===== config.mk =====
export PLATFORM = sky130hd
export DESIGN_NAME = eag_top
export DESIGN_NICKNAME = d
export VERILOG_FILES = /design/src/hdl/eag_pkg.sv /design/src/hdl/eag_top.sv /design/src/hdl/eag_adder.sv /design/src/hdl/eag_ptr_fetch.sv
export SDC_FILE = /design/constraint.sdc
export NUM_CORES = 1
export LEC_CHECK = 0
export BUFFER_PORTS_ARGS = -buffer_cell sky130_fd_sc_hd__buf_2
export CORE_AREA = 3 3 253 255
export DETAILED_ROUTE_END_ITERATION = 10
export DIE_AREA = 0 0 256 258
export GPL_TIMING_DRIVEN = 0
export PLACE_DENSITY = 0.48
export SYNTH_ARGS = -nofsm -noshare
export SYNTH_HDL_FRONTEND = slang
export SYNTH_SLANG_ARGS = --single-unit
export TNS_END_PERCENT = 50

===== constraint.sdc =====
create_clock -name clock -period 6.87 [get_ports clock]
set_clock_uncertainty 0.05 [all_clocks]
set_input_delay 0.687 -clock clock [delete_from_list [all_inputs] [get_ports clock]]
set_output_delay 0.687 -clock clock [all_outputs]
set_load 0.01 [all_outputs]

===== src/hdl/eag_pkg.sv =====
package eag_pkg;
	// Address space
	localparam int ADDR_W = 24;
	localparam int DATA_W = 32;
	localparam logic [23:0] ABS_SHORT_MAX = 24'h00FFFF;
	localparam logic [23:0] ADDR_MAX = 24'hFFFFFF;
	localparam logic [23:0] PC_BASE_OFFSET = 24'h000002;
	localparam logic [2:0] SHORT_JUMP_MAX = 3'h7;

	// Operand specifier modes
	typedef enum logic [4:0] {
		EAG_LITERAL,
		EAG_REG_DIRECT,
		EAG_ABS_SHORT,
		EAG_ABS_LONG,
		EAG_AREG_IND,
		EAG_AREG_REL,
		EAG_SB_REL,
		EAG_FB_REL,
		EAG_SP_REL,
		EAG_ABS_SHORT_IND,
		EAG_ABS_LONG_IND,
		EAG_AREG_IND2,
		EAG_AREG_REL_IND,
		EAG_SB_REL_IND,
		EAG_CTRL_REG,
		EAG_PC_REL
	} eag_mode_t;

	// Displacement / literal size
	typedef enum logic [1:0] {
		EAG_SZ8,
		EAG_SZ16,
		EAG_SZ24,
		EAG_SZ32
	} eag_size_t;

	// Instruction class, for mode legality
	typedef enum logic [2:0] {
		EAG_OP_GENERIC,
		EAG_OP_TRANSFER,
		EAG_OP_LONG_MULDIV,
		EAG_OP_LOAD_CTRL,
		EAG_OP_STORE_CTRL,
		EAG_OP_JUMP,
		EAG_OP_CALL
	} eag_op_t;

	// Register direct selectors
	typedef enum logic [3:0] {
		EAG_R_D0L, EAG_R_D0H, EAG_R_D1L, EAG_R_D1H,
		EAG_R_D0, EAG_R_D1, EAG_R_D2, EAG_R_D3,
		EAG_R_A0, EAG_R_A1, EAG_R_PAIR_LO, EAG_R_PAIR_HI
	} eag_reg_t;

	// Control register selectors
	typedef enum logic [4:0] {
		EAG_C_VECTOR_BASE, EAG_C_ISP, EAG_C_SP, EAG_C_SB, EAG_C_FB,
		EAG_C_FLAG, EAG_C_SAVED_PC, EAG_C_VECTOR, EAG_C_SAVED_FLAG,
		EAG_C_DMA_MODE0, EAG_C_DMA_MODE1, EAG_C_DMA_CNT0, EAG_C_DMA_CNT1,
		EAG_C_DMA_RCNT0, EAG_C_DMA_RCNT1, EAG_C_DMA_MEM0, EAG_C_DMA_MEM1,
		EAG_C_DMA_SRC0, EAG_C_DMA_SRC1, EAG_C_DMA_RLD0, EAG_C_DMA_RLD1,
		EAG_C_USP
	} eag_creg_t;

	// Request from the decoder
	typedef struct packed {
		eag_mode_t mode;
		eag_size_t size;
		eag_op_t op;
		logic areg_sel;
		eag_reg_t reg_sel;
		eag_creg_t creg_sel;
		logic [31:0] field;
		logic [23:0] inst_addr;
		logic [23:0] pc_base;
	} eag_req_t;

	// Register file view
	typedef struct packed {
		logic [23:0] addr_reg0;
		logic [23:0] addr_reg1;
		logic [23:0] static_base_reg;
		logic [23:0] frame_base_reg;
		logic [23:0] interrupt_stack_ptr;
		logic [23:0] user_stack_ptr;
		logic stack_select_flag;
	} eag_regs_t;

	// Result to the memory access unit
	typedef struct packed {
		logic is_literal;
		logic is_reg;
		logic is_ctrl;
		logic is_mem;
		logic illegal;
		eag_reg_t reg_sel;
		eag_creg_t creg_sel;
		logic [31:0] literal_operand;
		logic [23:0] addr;
	} eag_res_t;
endpackage


===== src/hdl/eag_top.sv =====
`timescale 1ns/1ps
module eag_top (
	input wire logic clock,
	input wire logic arst_n,
	input wire logic req_valid,
	input wire eag_pkg::eag_req_t req,
	input wire eag_pkg::eag_regs_t regs,
	output logic req_ready,
	output logic mem_req,
	output logic [23:0] mem_addr,
	input wire logic mem_ack,
	input wire logic [31:0] mem_rdata,
	output logic res_valid,
	output eag_pkg::eag_res_t res
);
	// ----------------------------------------
	// Reset synchroniser
	// ----------------------------------------
	logic rst_meta;
	logic rst_n;
	always_ff @(posedge clock or negedge arst_n) begin
		if (!arst_n) begin
			rst_meta <= 1'b0;
			rst_n <= 1'b0;
		end else begin
			rst_meta <= 1'b1;
			rst_n <= rst_meta;
		end
	end

	// ----------------------------------------
	// Helpers
	// ----------------------------------------
	// Zero extension of a displacement by size
	function automatic logic [23:0] eag_zext(input logic [31:0] f,
		input eag_pkg::eag_size_t s);
		unique case (s)
			eag_pkg::EAG_SZ8: eag_zext = {16'h0000, f[7:0]};
			eag_pkg::EAG_SZ16: eag_zext = {8'h00, f[15:0]};
			default: eag_zext = f[23:0];
		endcase
	endfunction

	// Sign extension of an 8- or 16-bit displacement
	function automatic logic [23:0] eag_sext(input logic [31:0] f,
		input eag_pkg::eag_size_t s);
		if (s == eag_pkg::EAG_SZ8)
			eag_sext = {{16{f[7]}}, f[7:0]};
		else
			eag_sext = {{8{f[15]}}, f[15:0]};
	endfunction

	// Indirect modes
	function automatic logic eag_is_ind(input eag_pkg::eag_mode_t m);
		eag_is_ind = (m == eag_pkg::EAG_ABS_SHORT_IND) || (m == eag_pkg::EAG_ABS_LONG_IND)
			|| (m == eag_pkg::EAG_AREG_IND2) || (m == eag_pkg::EAG_AREG_REL_IND)
			|| (m == eag_pkg::EAG_SB_REL_IND);
	endfunction

	// ----------------------------------------
	// Operand selection
	// ----------------------------------------
	logic [23:0] areg;
	logic [23:0] cur_sp;
	logic [23:0] disp_z;
	logic [23:0] disp_s;
	logic [23:0] sum_areg;
	logic [23:0] sum_sb;
	logic [23:0] sum_fb;
	logic [23:0] sum_sp;
	logic [23:0] sum_pc;
	logic [23:0] pc_disp;
	logic [23:0] short_base;
	logic [23:0] pc_base_sel;
	logic [23:0] abs_addr;
	logic is_short_jump;

	assign areg = req.areg_sel ? regs.addr_reg1 : regs.addr_reg0;
	// Flag low selects interrupt stack
	assign cur_sp = regs.stack_select_flag ? regs.user_stack_ptr : regs.interrupt_stack_ptr;
	assign disp_z = eag_zext(req.field, req.size);
	assign disp_s = eag_sext(req.field, req.size);
	// Short field limited to 16 bits
	assign abs_addr = (req.mode == eag_pkg::EAG_ABS_SHORT
		|| req.mode == eag_pkg::EAG_ABS_SHORT_IND)
		? (req.field[23:0] & eag_pkg::ABS_SHORT_MAX) : req.field[23:0];

	// Short jump: 3-bit unsigned from start+2
	assign is_short_jump = (req.op == eag_pkg::EAG_OP_JUMP) && (req.size == eag_pkg::EAG_SZ24);
	assign pc_disp = is_short_jump ? {21'h000000, req.field[2:0] & eag_pkg::SHORT_JUMP_MAX}
		: disp_s;
	assign pc_base_sel = is_short_jump ? short_base : req.pc_base;

	eag_adder u_short_base (
		.base(req.inst_addr),
		.disp(eag_pkg::PC_BASE_OFFSET),
		.sum(short_base)
	);
	// Address register relative
	eag_adder u_areg (
		.base(areg),
		.disp(disp_z),
		.sum(sum_areg)
	);
	// Static base relative, 8/16 only
	eag_adder u_sb (
		.base(regs.static_base_reg),
		.disp(req.size == eag_pkg::EAG_SZ8 ? disp_z : {8'h00, req.field[15:0]}),
		.sum(sum_sb)
	);
	// Frame base relative, signed
	eag_adder u_fb (
		.base(regs.frame_base_reg),
		.disp(disp_s),
		.sum(sum_fb)
	);
	// Stack relative, signed byte
	eag_adder u_sp (
		.base(cur_sp),
		.disp({{16{req.field[7]}}, req.field[7:0]}),
		.sum(sum_sp)
	);
	// Program counter relative
	eag_adder u_pc (
		.base(pc_base_sel),
		.disp(pc_disp),
		.sum(sum_pc)
	);

	// ----------------------------------------
	// Legality
	// ----------------------------------------
	logic ctrl_op;
	logic bad_ind;
	logic bad_ctrl;
	logic bad_sp;
	logic bad_pc;
	logic illegal;
	assign ctrl_op = (req.op == eag_pkg::EAG_OP_LOAD_CTRL) || (req.op == eag_pkg::EAG_OP_STORE_CTRL);
	// Long multiply/divide refuse indirect
	assign bad_ind = eag_is_ind(req.mode) && (req.op == eag_pkg::EAG_OP_LONG_MULDIV);
	// Control registers only for control ops
	assign bad_ctrl = (req.mode == eag_pkg::EAG_CTRL_REG) != ctrl_op;
	// Stack relative only for transfers
	assign bad_sp = (req.mode == eag_pkg::EAG_SP_REL) && (req.op != eag_pkg::EAG_OP_TRANSFER);
	// Call has no short form
	assign bad_pc = (req.mode == eag_pkg::EAG_PC_REL) && !((req.op == eag_pkg::EAG_OP_JUMP)
		|| (req.op == eag_pkg::EAG_OP_CALL && req.size != eag_pkg::EAG_SZ24));
	assign illegal = bad_ind || bad_ctrl || bad_sp || bad_pc;

	// ----------------------------------------
	// Direct effective address
	// ----------------------------------------
	logic [23:0] direct_ea;
	always_comb begin
		unique case (req.mode)
			eag_pkg::EAG_ABS_SHORT, eag_pkg::EAG_ABS_LONG,
			eag_pkg::EAG_ABS_SHORT_IND, eag_pkg::EAG_ABS_LONG_IND:
				direct_ea = abs_addr;
			eag_pkg::EAG_AREG_IND, eag_pkg::EAG_AREG_IND2:
				direct_ea = areg;
			eag_pkg::EAG_AREG_REL, eag_pkg::EAG_AREG_REL_IND:
				direct_ea = sum_areg;
			eag_pkg::EAG_SB_REL, eag_pkg::EAG_SB_REL_IND:
				direct_ea = sum_sb;
			eag_pkg::EAG_FB_REL: direct_ea = sum_fb;
			eag_pkg::EAG_SP_REL: direct_ea = sum_sp;
			eag_pkg::EAG_PC_REL: direct_ea = sum_pc;
			default: direct_ea = '0;
		endcase
	end

	// Control register: stack slot resolved by flag
	eag_pkg::eag_creg_t creg_res;
	assign creg_res = (req.creg_sel == eag_pkg::EAG_C_SP)
		? (regs.stack_select_flag ? eag_pkg::EAG_C_USP : eag_pkg::EAG_C_ISP) : req.creg_sel;

	// ----------------------------------------
	// Pointer fetch and result register
	// ----------------------------------------
	logic take;
	logic need_ptr;
	logic pf_done;
	logic [23:0] pf_ptr;
	logic busy;
	eag_pkg::eag_res_t next_res;
	eag_pkg::eag_res_t held;

	assign take = req_valid && req_ready;
	assign need_ptr = eag_is_ind(req.mode) && !illegal;

	eag_ptr_fetch u_fetch (
		.clock(clock),
		.rst_n(rst_n),
		.start(take && need_ptr),
		.ptr_addr(direct_ea),
		.mem_req(mem_req),
		.mem_addr(mem_addr),
		.mem_ack(mem_ack),
		.mem_rdata(mem_rdata),
		.done(pf_done),
		.ptr(pf_ptr)
	);

	always_comb begin
		next_res = '0;
		next_res.illegal = illegal;
		next_res.reg_sel = req.reg_sel;
		next_res.creg_sel = creg_res;
		if (!illegal) begin
			unique case (req.mode)
				eag_pkg::EAG_LITERAL: begin
					// Constant cut to 8 or 16 bits by size, else passed whole
					next_res.is_literal = 1'b1;
					next_res.literal_operand = (req.size == eag_pkg::EAG_SZ8)
						? {24'h000000, req.field[7:0]}
						: (req.size == eag_pkg::EAG_SZ16) ? {16'h0000, req.field[15:0]}
						: req.field;
				end
				eag_pkg::EAG_REG_DIRECT: next_res.is_reg = 1'b1;
				eag_pkg::EAG_CTRL_REG: next_res.is_ctrl = 1'b1;
				default: begin
					next_res.is_mem = 1'b1;
					next_res.addr = direct_ea;
				end
			endcase
		end
	end

	// ----------------------------------------
	// Handshake and output registers
	// ----------------------------------------
	always_ff @(posedge clock or negedge rst_n) begin
		if (!rst_n) begin
			busy <= 1'b0;
			req_ready <= 1'b0;
			res_valid <= 1'b0;
			res <= '0;
			held <= '0;
		end else begin
			res_valid <= 1'b0;
			if (take && need_ptr) begin
				// Hold decode while the pointer is read
				busy <= 1'b1;
				req_ready <= 1'b0;
				held <= next_res;
			end else if (take) begin
				res_valid <= 1'b1;
				res <= next_res;
			end else if (busy && pf_done) begin
				// Pointer's low 24 bits become address
				busy <= 1'b0;
				req_ready <= 1'b1;
				res_valid <= 1'b1;
				res <= held;
				res.addr <= pf_ptr;
			end else if (!busy) begin
				req_ready <= 1'b1;
			end
		end
	end

	// ----------------------------------------
	// Assertions
	// ----------------------------------------
	property p_ptr_low24;
		@(posedge clock) disable iff (!rst_n)
		busy && pf_done |=> res_valid && res.addr == $past(mem_rdata[23:0], 2);
	endproperty
	a_ptr_low24: assert property (p_ptr_low24) else $error("pointer not used");

	property p_literal;
		@(posedge clock) disable iff (!rst_n)
		take && req.mode == eag_pkg::EAG_LITERAL && !illegal && req.size == eag_pkg::EAG_SZ32
		|=> res.is_literal && !res.is_mem && res.literal_operand == $past(req.field);
	endproperty
	a_literal: assert property (p_literal) else $error("literal wrong");

	property p_reg;
		@(posedge clock) disable iff (!rst_n)
		take && req.mode == eag_pkg::EAG_REG_DIRECT && !illegal |=> res.is_reg && !mem_req;
	endproperty
	a_reg: assert property (p_reg) else $error("register direct wrong");

	property p_areg_rel;
		@(posedge clock) disable iff (!rst_n)
		take && req.mode == eag_pkg::EAG_AREG_REL && !illegal
		|=> res.addr == 24'($past(areg) + $past(disp_z));
	endproperty
	a_areg_rel: assert property (p_areg_rel) else $error("register relative wrong");

	property p_fb;
		@(posedge clock) disable iff (!rst_n)
		take && req.mode == eag_pkg::EAG_FB_REL && !illegal
		|=> res.addr == 24'($past(regs.frame_base_reg) + $past(disp_s));
	endproperty
	a_fb: assert property (p_fb) else $error("frame relative wrong");

	property p_ind_refused;
		@(posedge clock) disable iff (!rst_n)
		take && eag_is_ind(req.mode) && req.op == eag_pkg::EAG_OP_LONG_MULDIV
		|=> res_valid && res.illegal ##1 !mem_req;
	endproperty
	a_ind_refused: assert property (p_ind_refused) else $error("indirect allowed");

	property p_ctrl;
		@(posedge clock) disable iff (!rst_n)
		take && req.mode == eag_pkg::EAG_CTRL_REG && !ctrl_op |=> res.illegal;
	endproperty
	a_ctrl: assert property (p_ctrl) else $error("control access allowed");

	property p_sp_sel;
		@(posedge clock) disable iff (!rst_n)
		take && req.mode == eag_pkg::EAG_CTRL_REG && ctrl_op && req.creg_sel == eag_pkg::EAG_C_SP
		|=> res.creg_sel == ($past(regs.stack_select_flag) ? eag_pkg::EAG_C_USP
			: eag_pkg::EAG_C_ISP);
	endproperty
	a_sp_sel: assert property (p_sp_sel) else $error("stack select wrong");

	property p_short_jump;
		@(posedge clock) disable iff (!rst_n)
		take && req.mode == eag_pkg::EAG_PC_REL && is_short_jump
		|=> res.addr == 24'($past(req.inst_addr) + eag_pkg::PC_BASE_OFFSET
			+ $past(req.field[2:0]));
	endproperty
	a_short_jump: assert property (p_short_jump) else $error("short jump wrong");

	c_literal: cover property (@(posedge clock) take && req.mode == eag_pkg::EAG_LITERAL);
	c_ind: cover property (@(posedge clock) busy && pf_done);
	c_wrap: cover property (@(posedge clock) take && req.mode == eag_pkg::EAG_FB_REL
		&& sum_fb > regs.frame_base_reg && disp_s[23]);
	c_pc: cover property (@(posedge clock) take && req.mode == eag_pkg::EAG_PC_REL);
endmodule


===== src/hdl/eag_adder.sv =====
`timescale 1ns/1ps
// ----------------------------------------
// 24-bit address adder with wrap
// ----------------------------------------
module eag_adder (
	input wire logic [23:0] base,
	input wire logic [23:0] disp,
	output logic [23:0] sum
);
	// Carry beyond bit 23 is dropped, so both ends wrap
	logic [24:0] full;
	assign full = {1'b0, base} + {1'b0, disp};
	assign sum = full[23:0];
endmodule


===== src/hdl/eag_ptr_fetch.sv =====
`timescale 1ns/1ps
// ----------------------------------------
// Pointer fetch sequencer
// ----------------------------------------
module eag_ptr_fetch (
	input wire logic clock,
	input wire logic rst_n,
	input wire logic start,
	input wire logic [23:0] ptr_addr,
	output logic mem_req,
	output logic [23:0] mem_addr,
	input wire logic mem_ack,
	input wire logic [31:0] mem_rdata,
	output logic done,
	output logic [23:0] ptr
);
	// Idle, or waiting for the 4-byte read
	typedef enum logic {EAG_PF_IDLE, EAG_PF_WAIT} eag_pf_state_t;
	eag_pf_state_t state;

	// ----------------------------------------
	// Sequencer
	// ----------------------------------------
	always_ff @(posedge clock or negedge rst_n) begin
		if (!rst_n) begin
			state <= EAG_PF_IDLE;
			mem_req <= 1'b0;
			mem_addr <= '0;
			done <= 1'b0;
			ptr <= '0;
		end else begin
			done <= 1'b0;
			unique case (state)
				EAG_PF_IDLE: begin
					if (start) begin
						state <= EAG_PF_WAIT;
						mem_req <= 1'b1;
						mem_addr <= ptr_addr;
					end
				end
				EAG_PF_WAIT: begin
					if (mem_ack) begin
						// Upper byte of pointer dropped
						state <= EAG_PF_IDLE;
						mem_req <= 1'b0;
						done <= 1'b1;
						ptr <= mem_rdata[23:0];
					end
				end
			endcase
		end
	end
endmodule


==> flow_summary.ini, run 1 <==
[logic_synthesis]
synth-seq-area-share = 0.278
netlist_area_um2 = 15500
synthCells = 1884
ys_warn_count = 0
syn-mean-instance-area_um2 = 8.20
synth_common_cells = nand2_1 (198), dfrtp_1 (172), nor2_1 (159)
synth_cell_types = 84
synth_top_area_share = 0.278
async_flop_share = 1.00
yosysMostFrequentCell = nand2_1
synth_top_area_cell = dfrtp_1
ys_top_cells_by_area = dfrtp_1 (28%), ha_1 (9.5%), mux2_2 (5.7%)
synth_seq_cells = 172
synth_ff_type = dfrtp_1
synth_edf_count = 0

[finish]
fillCellCount = 6725
final_nets = 2680
drive_above_1_share = 0.228
area_growth_pct = 23.0
fin_util = 0.308
final_cells = 3126
fin_area_um2 = 19000
multi_input_area_um2 = 10600
register_area_um2 = 4310

[place]
place_congestion = 0.903
io_buffers = 365
dp_hpwl_mm = 60.9
postPlaceCellArea_um2 = 18400
numPlacedInstances = 3094

[critical_path]
cp_top_family = compound AO/OA/AOI/OAI gates
slowest_delay_ns = 1.02
cp_cell_sequence = clkbuf_1, clkbuf_1, mux2_2, ha_1, a21oi_1, o22ai_1, o31ai_1, a21boi_0, a211oi_1, xor2_1, o221ai_1, nor4_1, o21ai_0
ff2ff_path_depth = 6
startpoint_type = input pin
path_max_fanout = 10
crit_slowest_cell = nor4_1
cp-end-kind = flip-flop
r2r_slack_ns = 4.17
crit_buf_inv = 2
critical_path_depth = 13
setup.worst_path.class = in2reg
rr_endpoint = res[56]
crit_top_cell = clkbuf_1
r2r-start = req_ready
worstPathRequired_ns = 7.09
cp_data_arrival_time_ns = 6.81

[route]
drtAntennaViolNets = 0
via_count = 16300
first_pass_iters = 6
drc_errors = 0
wl_per_cell_um = 23.3
drtIter0Drc = 1436
routed_wl_mm = 72.9
viasPerCell = 5.21

[sta]
period_share = 0.959
maxSlewViolCount = 0
hold_viol = 0
fin_crit_ns = 6.59
slew-limit-headroom = 0.144
timing.hold.ws_ns = 0.300
max_freq_mhz = 152
setup_violations = 0
rsz0062_at_grt = no
tightest_slew_ns = 1.27

[worst_hold_path]
min-delay-start = rst_meta
hold_class = reg2reg
whs_path_depth = 0
whs_endpoint = rst_n

[flow_run]
maxCapViolCount = 0

[power]
ir_worst_vdd_uv = 131
total_power_mw = 4.35
leakagePower_nw = 8.69
powerDensity_nw_per_um2 = 229

[clocking]
ctsLongestPathBuffers = 2
numCtsBuffers = 17
clkSlewWorstSetupHoldPaths_ns = 0.06
clk_latency_ns = 0.44
ctsHtreeMaxLevel = 4
cts.repair.resized = 0
tritoncts = done
postCtsHoldBufs = 1
cts.sinks = 172
cts-root-buf = clkbuf_16
cts_setup_buffers = 0

[die]
start_util = 0.250
die_w_um = 256
rows = 91
die_h_um = 258
core_um2 = 61800
die_area_um2 = 66000
top_level_ports = 378

[run_status]
status = complete, no violations

[global_route]
grt_overflow = 0
grt_max_degree = 69
grt_pass1_wl_mm = 105
track_usage = 0.213
antenna_found_initial = 12
grt_pass1_vias = 16000
-- placed cells by master, fill, tap and decap left out, types with 10 or more instances in the layout --
master / Yosys / layout
a31oi_1: 19 / 19
nand2b_1: 20 / 20
dfrtp_1: 172 / 171
nand3_1: 53 / 53
and3_1: 27 / 27
and2_1: 56 / 56
xor2_1: 52 / 52
o22ai_1: 11 / 11
o211ai_1: 10 / 10
clkbuf_1: 83 / 85
nand2_1: 198 / 198
a221oi_1: 47 / 47
nand4_1: 18 / 18
a21o_1: 32 / 32
nor4_1: 10 / 10
ha_1: 117 / 117
o31ai_1: 11 / 11
nor2_1: 159 / 159
o21ai_0: 153 / 153
a21oi_1: 150 / 150
o21bai_1: 13 / 13
mux2_2: 78 / 78
buf_2: 13 / 378
xnor2_1: 53 / 53
a22oi_1: 12 / 12
clkbuf_16: 0 / 17
or3_1: 17 / 17
nor2b_1: 12 / 12
a211oi_1: 26 / 26
o21a_1: 19 / 19
inv_1: 47 / 47
mux2i_1: 15 / 15
nor3_1: 36 / 34
-- power breakdown --
group	internal, mW	switching (mW)
clock	0.572	0.398
sequential	1.30	0.165
combinational	0.750	1.17
-- layer usage --
layer	global-route usage	vias to the layer above	share of wire
met5	0	-	0.00089
met4	0.0459	8	0.018
met1	0.286	7907	0.45
met2	0.365	589	0.48
li1	-	7735	-
met3	0.0295	49	0.058
-- worst max path at each step --
stage | from | end | slack [ns]
after global routing | regs[0] | u_fetch.mem_addr[18] | 0.13
after CTS | regs[0] | u_fetch.mem_addr[18] | 0.26
after detailed placement | regs[0] | u_fetch.mem_addr[18] | -0.20
after global placement | req[89] | u_fetch.mem_addr[13] | -0.59
after floorplan | rst_n | busy | 1.67
final | regs[0] | u_fetch.mem_addr[18] | 0.28
-- sequential cells by signal (all words and copies together), names as in the netlist --
register and count:
busy 1, held 46, req_ready 1, res 70
res_valid 1, rst_meta 1, rst_n 1, u_fetch.done 1
u_fetch.mem_addr 24, u_fetch.mem_req 1, u_fetch.ptr 24, u_fetch.state 1
-- cell type report --
| type | instances | area share |
|---|---|---|
| multi-input cells | 1568 | 0.557 |
| flip-flops and latches | 172 | 0.227 |
| repair buffers | 368 | 0.0995 |
| well taps | 837 | 0.0551 |
| clock buffers | 20 | 0.0235 |
| plain buffers | 103 | 0.0224 |
| inverters | 47 | 0.00928 |
| clock inverters | 8 | 0.00638 |
| diodes | 3 | 0.000395 |
-- worst reg2reg max path, cell delays in order, from the launching register on --
cell and delay [ns]:
dfrtp_1 0.43, o2111a_1 0.24, o211ai_2 0.34, nand2_1 0.35, buf_2 0.34, clkbuf_1 0.60
o21ai_0 0.20
-- metrics by stage --
| stage | TNS, ns | setup WS (ns) |
|---|---|---|
| 6_report | 0 | 0.283 |
| 5_1_grt | 0 | 0.127 |
| 4_1_cts | 0 | 0.264 |
| 3_5_place_dp | -0.355 | -0.203 |
| 3_3_place_gp | -84.47 | -0.589 |
| 2_1_floorplan | 0 | 1.67 |
-- cell families (layout without fill, tap and decap cells) --
kind of cell | after synthesis | after routing | synth area share
simple gates | 648 | 648 | 0.204
mux | 93 | 93 | 0.0665
fa+ha+maj | 122 | 122 | 0.101
compound gates | 592 | 592 | 0.251
buf+inv | 150 | 546 | 0.0389
other cells | 2 | 11 | 0.000486
flops | 172 | 172 | 0.278
xor+xnor | 105 | 105 | 0.0595
No activity file was read; power rests on OpenSTA's default activity.
==> run 2: changes to the inputs <==
Settings changed: ABC_AREA set to 1, CORE_AREA 3 3 253 255 to 3 3 217 219, DIE_AREA 0 0 256 258 to 0 0 220 222, PLACE_DENSITY 0.48 to 0.66.
==> flow_summary.ini, run 2 <==
[finish]
layout_common_cells = nand2_1 (1173), inv_1 (483), buf_2 (388), nor2_1 (336), nand3_1 (229)
final_nets = 3937
regMostFlops = res
area_growth_pct = 18.2
layout_commonest_cell = nand2_1
fillCellCount = 5057
largest_reg_flops = 70
drive_above_1_share = 0.140
largestRegisters = res (70), held (46)

[sta]
slew-limit-headroom = 0.309
maxSlewViolCount = 0
hold_viol = 0
max_freq_mhz = 214
period_share = 0.679
tightest_slew_ns = 1.04
tns_ns = 0
setup_violations = 0
rsz0062_at_grt = no
fin_crit_ns = 4.66

[place]
place_congestion = 1.00
dp_hpwl_mm = 61.5
io_buffers = 367

[clocking]
cts.sinks = 172
cts-root-buf = clkbuf_16
cts.repair.resized = 0
clk_latency_ns = 0.45
numCtsBuffers = 17
tritoncts = done
ctsLongestPathBuffers = 2
ctsHtreeMaxLevel = 4
clkSlewWorstSetupHoldPaths_ns = 0.07

[route]
drtAntennaViolNets = 0
wl_per_cell_um = 17.7
drc_errors = 0
routed_wl_mm = 73.5
viasPerCell = 5.10
via_count = 21200
drtIter0Drc = 1968
first_pass_iters = 5

[logic_synthesis]
synthCells = 3138
synth_cell_types = 46
synth_seq_cells = 172
syn-mean-instance-area_um2 = 5.77
yosysMostFrequentCell = nand2_1
netlist_area_um2 = 18100
ys_top_cells_by_area = nand2_1 (24%), dfrtp_1 (24%), inv_1 (10%)
synth-seq-area-share = 0.238
synth_top_area_cell = nand2_1
ys_warn_count = 0
synth_top_area_share = 0.243
synth_edf_count = 0
async_flop_share = 1.00
synth_ff_type = dfrtp_1
synth_common_cells = nand2_1 (1173), inv_1 (483), nor2_1 (336)

[power]
leakagePower_nw = 12.4
combPwrFrac = 0.433
share_seq_of_total_power = 0.333
internal_power_mw = 2.44
powerDensity_nw_per_um2 = 196
power.net_switching_mw = 1.75
switching_share = 0.418
clkPwrFrac = 0.234
ir_worst_vdd_uv = 150
total_power_mw = 4.20

[die]
die_h_um = 222
die_w_um = 220
start_util = 0.400
core_um2 = 45300
die_area_um2 = 48800
rows = 78
top_level_ports = 378

[global_route]
track_usage = 0.292
grt_pass1_wl_mm = 110
grt_use_met2 = 0.455
grt_max_degree = 68
grt_pass1_vias = 19100
grtUsageMet3 = 0.0459
top_usage_layer = met2
antenna_found_initial = 6
grt_util_met1 = 0.413
grt_overflow = 0

[flow_run]
maxCapViolCount = 0

[critical_path]
cp_data_arrival_time_ns = 4.94
startpoint_type = input pin
path_max_fanout = 10
worstPathRequired_ns = 7.15
setup.worst_path.class = in2reg
cp-end-kind = flip-flop

[worst_hold_path]
hold_class = reg2async

[run_status]
status = complete, no violations
[run 2: critical path, stage by stage]
cell and delay, ns:
buf_2 0.10, clkbuf_1 0.35, nand4_1 0.41, inv_1 0.24, clkbuf_1 0.34, clkbuf_1 0.44, nor2_1 0.28, ha_1 0.48
nand2_1 0.14, nor2_1 0.21, and2_1 0.20, nand3_1 0.11, nand3_1 0.09, nand2_1 0.05, nand3_1 0.13, nand2_1 0.07
nor2_1 0.28, nand2_1 0.16, nand2_1 0.10, a21oi_1 0.06
[run 2: power groups by stage]
stage               Sequential [mW]  Clock [mW]  Combinational, mW
global route                   1.42        1.02               2.04
finish                         1.40       0.980               1.82
floorplan                      1.47           0               1.04
CTS                            1.40       0.984               1.80
detailed placement             1.41           0               1.79
global placement               1.43           0               1.76
[run 2: layer usage]
metal,wire length (um),vias up,share of wire
li1,-,10700,-
met1,33300,9646,0.45
met2,32000,772,0.44
met3,5830,100,0.079
met4,2330,0,0.032
met5,0,-,0
[run 2: cell families (layout without fill, tap and decap cells)]
family	count (synthesis)	after routing	synth area share
DFF	172	172	0.238
adders and majority gates	122	122	0.0864
xor gates and xnor gates	23	23	0.0111
other	2	14	0.000415
muxes	23	23	0.0143
and+or+nand+nor	1876	1876	0.425
buffers and inverters	561	964	0.119
AOI/OAI and AO/OA	359	359	0.105
[run 2: worst paths after layout]
check / start / to / slack (ns) / cells after the start
max: req[94] / res[18] / 2.21 / 20
max in group asynchronous: rst_n / res[62] / 5.82 / 2
min reg2reg: rst_n / res[2] / 0.28 / 1
min: rst_n / res[2] / 0.28 / 1
min in group clock: rst_meta / rst_n / 0.31 / 0
max reg2reg: req_ready / res[37] / 4.54 / 6
[run 2: metrics by stage]
step | setup WS, ns | instance area, um^2 | hold WS [ns] | cells | utilization
floorplan | 1.67 | 18100 | 0.281 | 3144 | -
global placement | -0.430 | 20700 | 0.294 | 4111 | 0.457
detailed placement | 1.81 | 20800 | 0.295 | 4114 | 0.459
CTS | 2.27 | 21400 | 0.307 | 4147 | 0.472
global route | 1.92 | 21400 | 0.314 | 4153 | 0.472
finish | 2.21 | 21400 | 0.280 | 4153 | 0.472
[run 2: area by class of cell]
cell class | instances | area (um^2) | share of cell area
Multi-Input combinational cell | 2411 | 11700 | 0.545
Sequential cell | 172 | 4310 | 0.201
Timing Repair Buffer | 371 | 1920 | 0.0898
Inverter | 487 | 1830 | 0.0854
Tap cell | 600 | 751 | 0.0351
Clock buffer | 20 | 447 | 0.0209
Buffer | 74 | 330 | 0.0154
Clock inverter | 12 | 133 | 0.00620
Antenna cell | 6 | 15.0 | 0.000702
[run 2: repair_timing]
item | in CTS | in global routing
hold buffers | 1 | 0
endpoints found under the hold margin | 2 | 0
setup buffers | 0 | 0
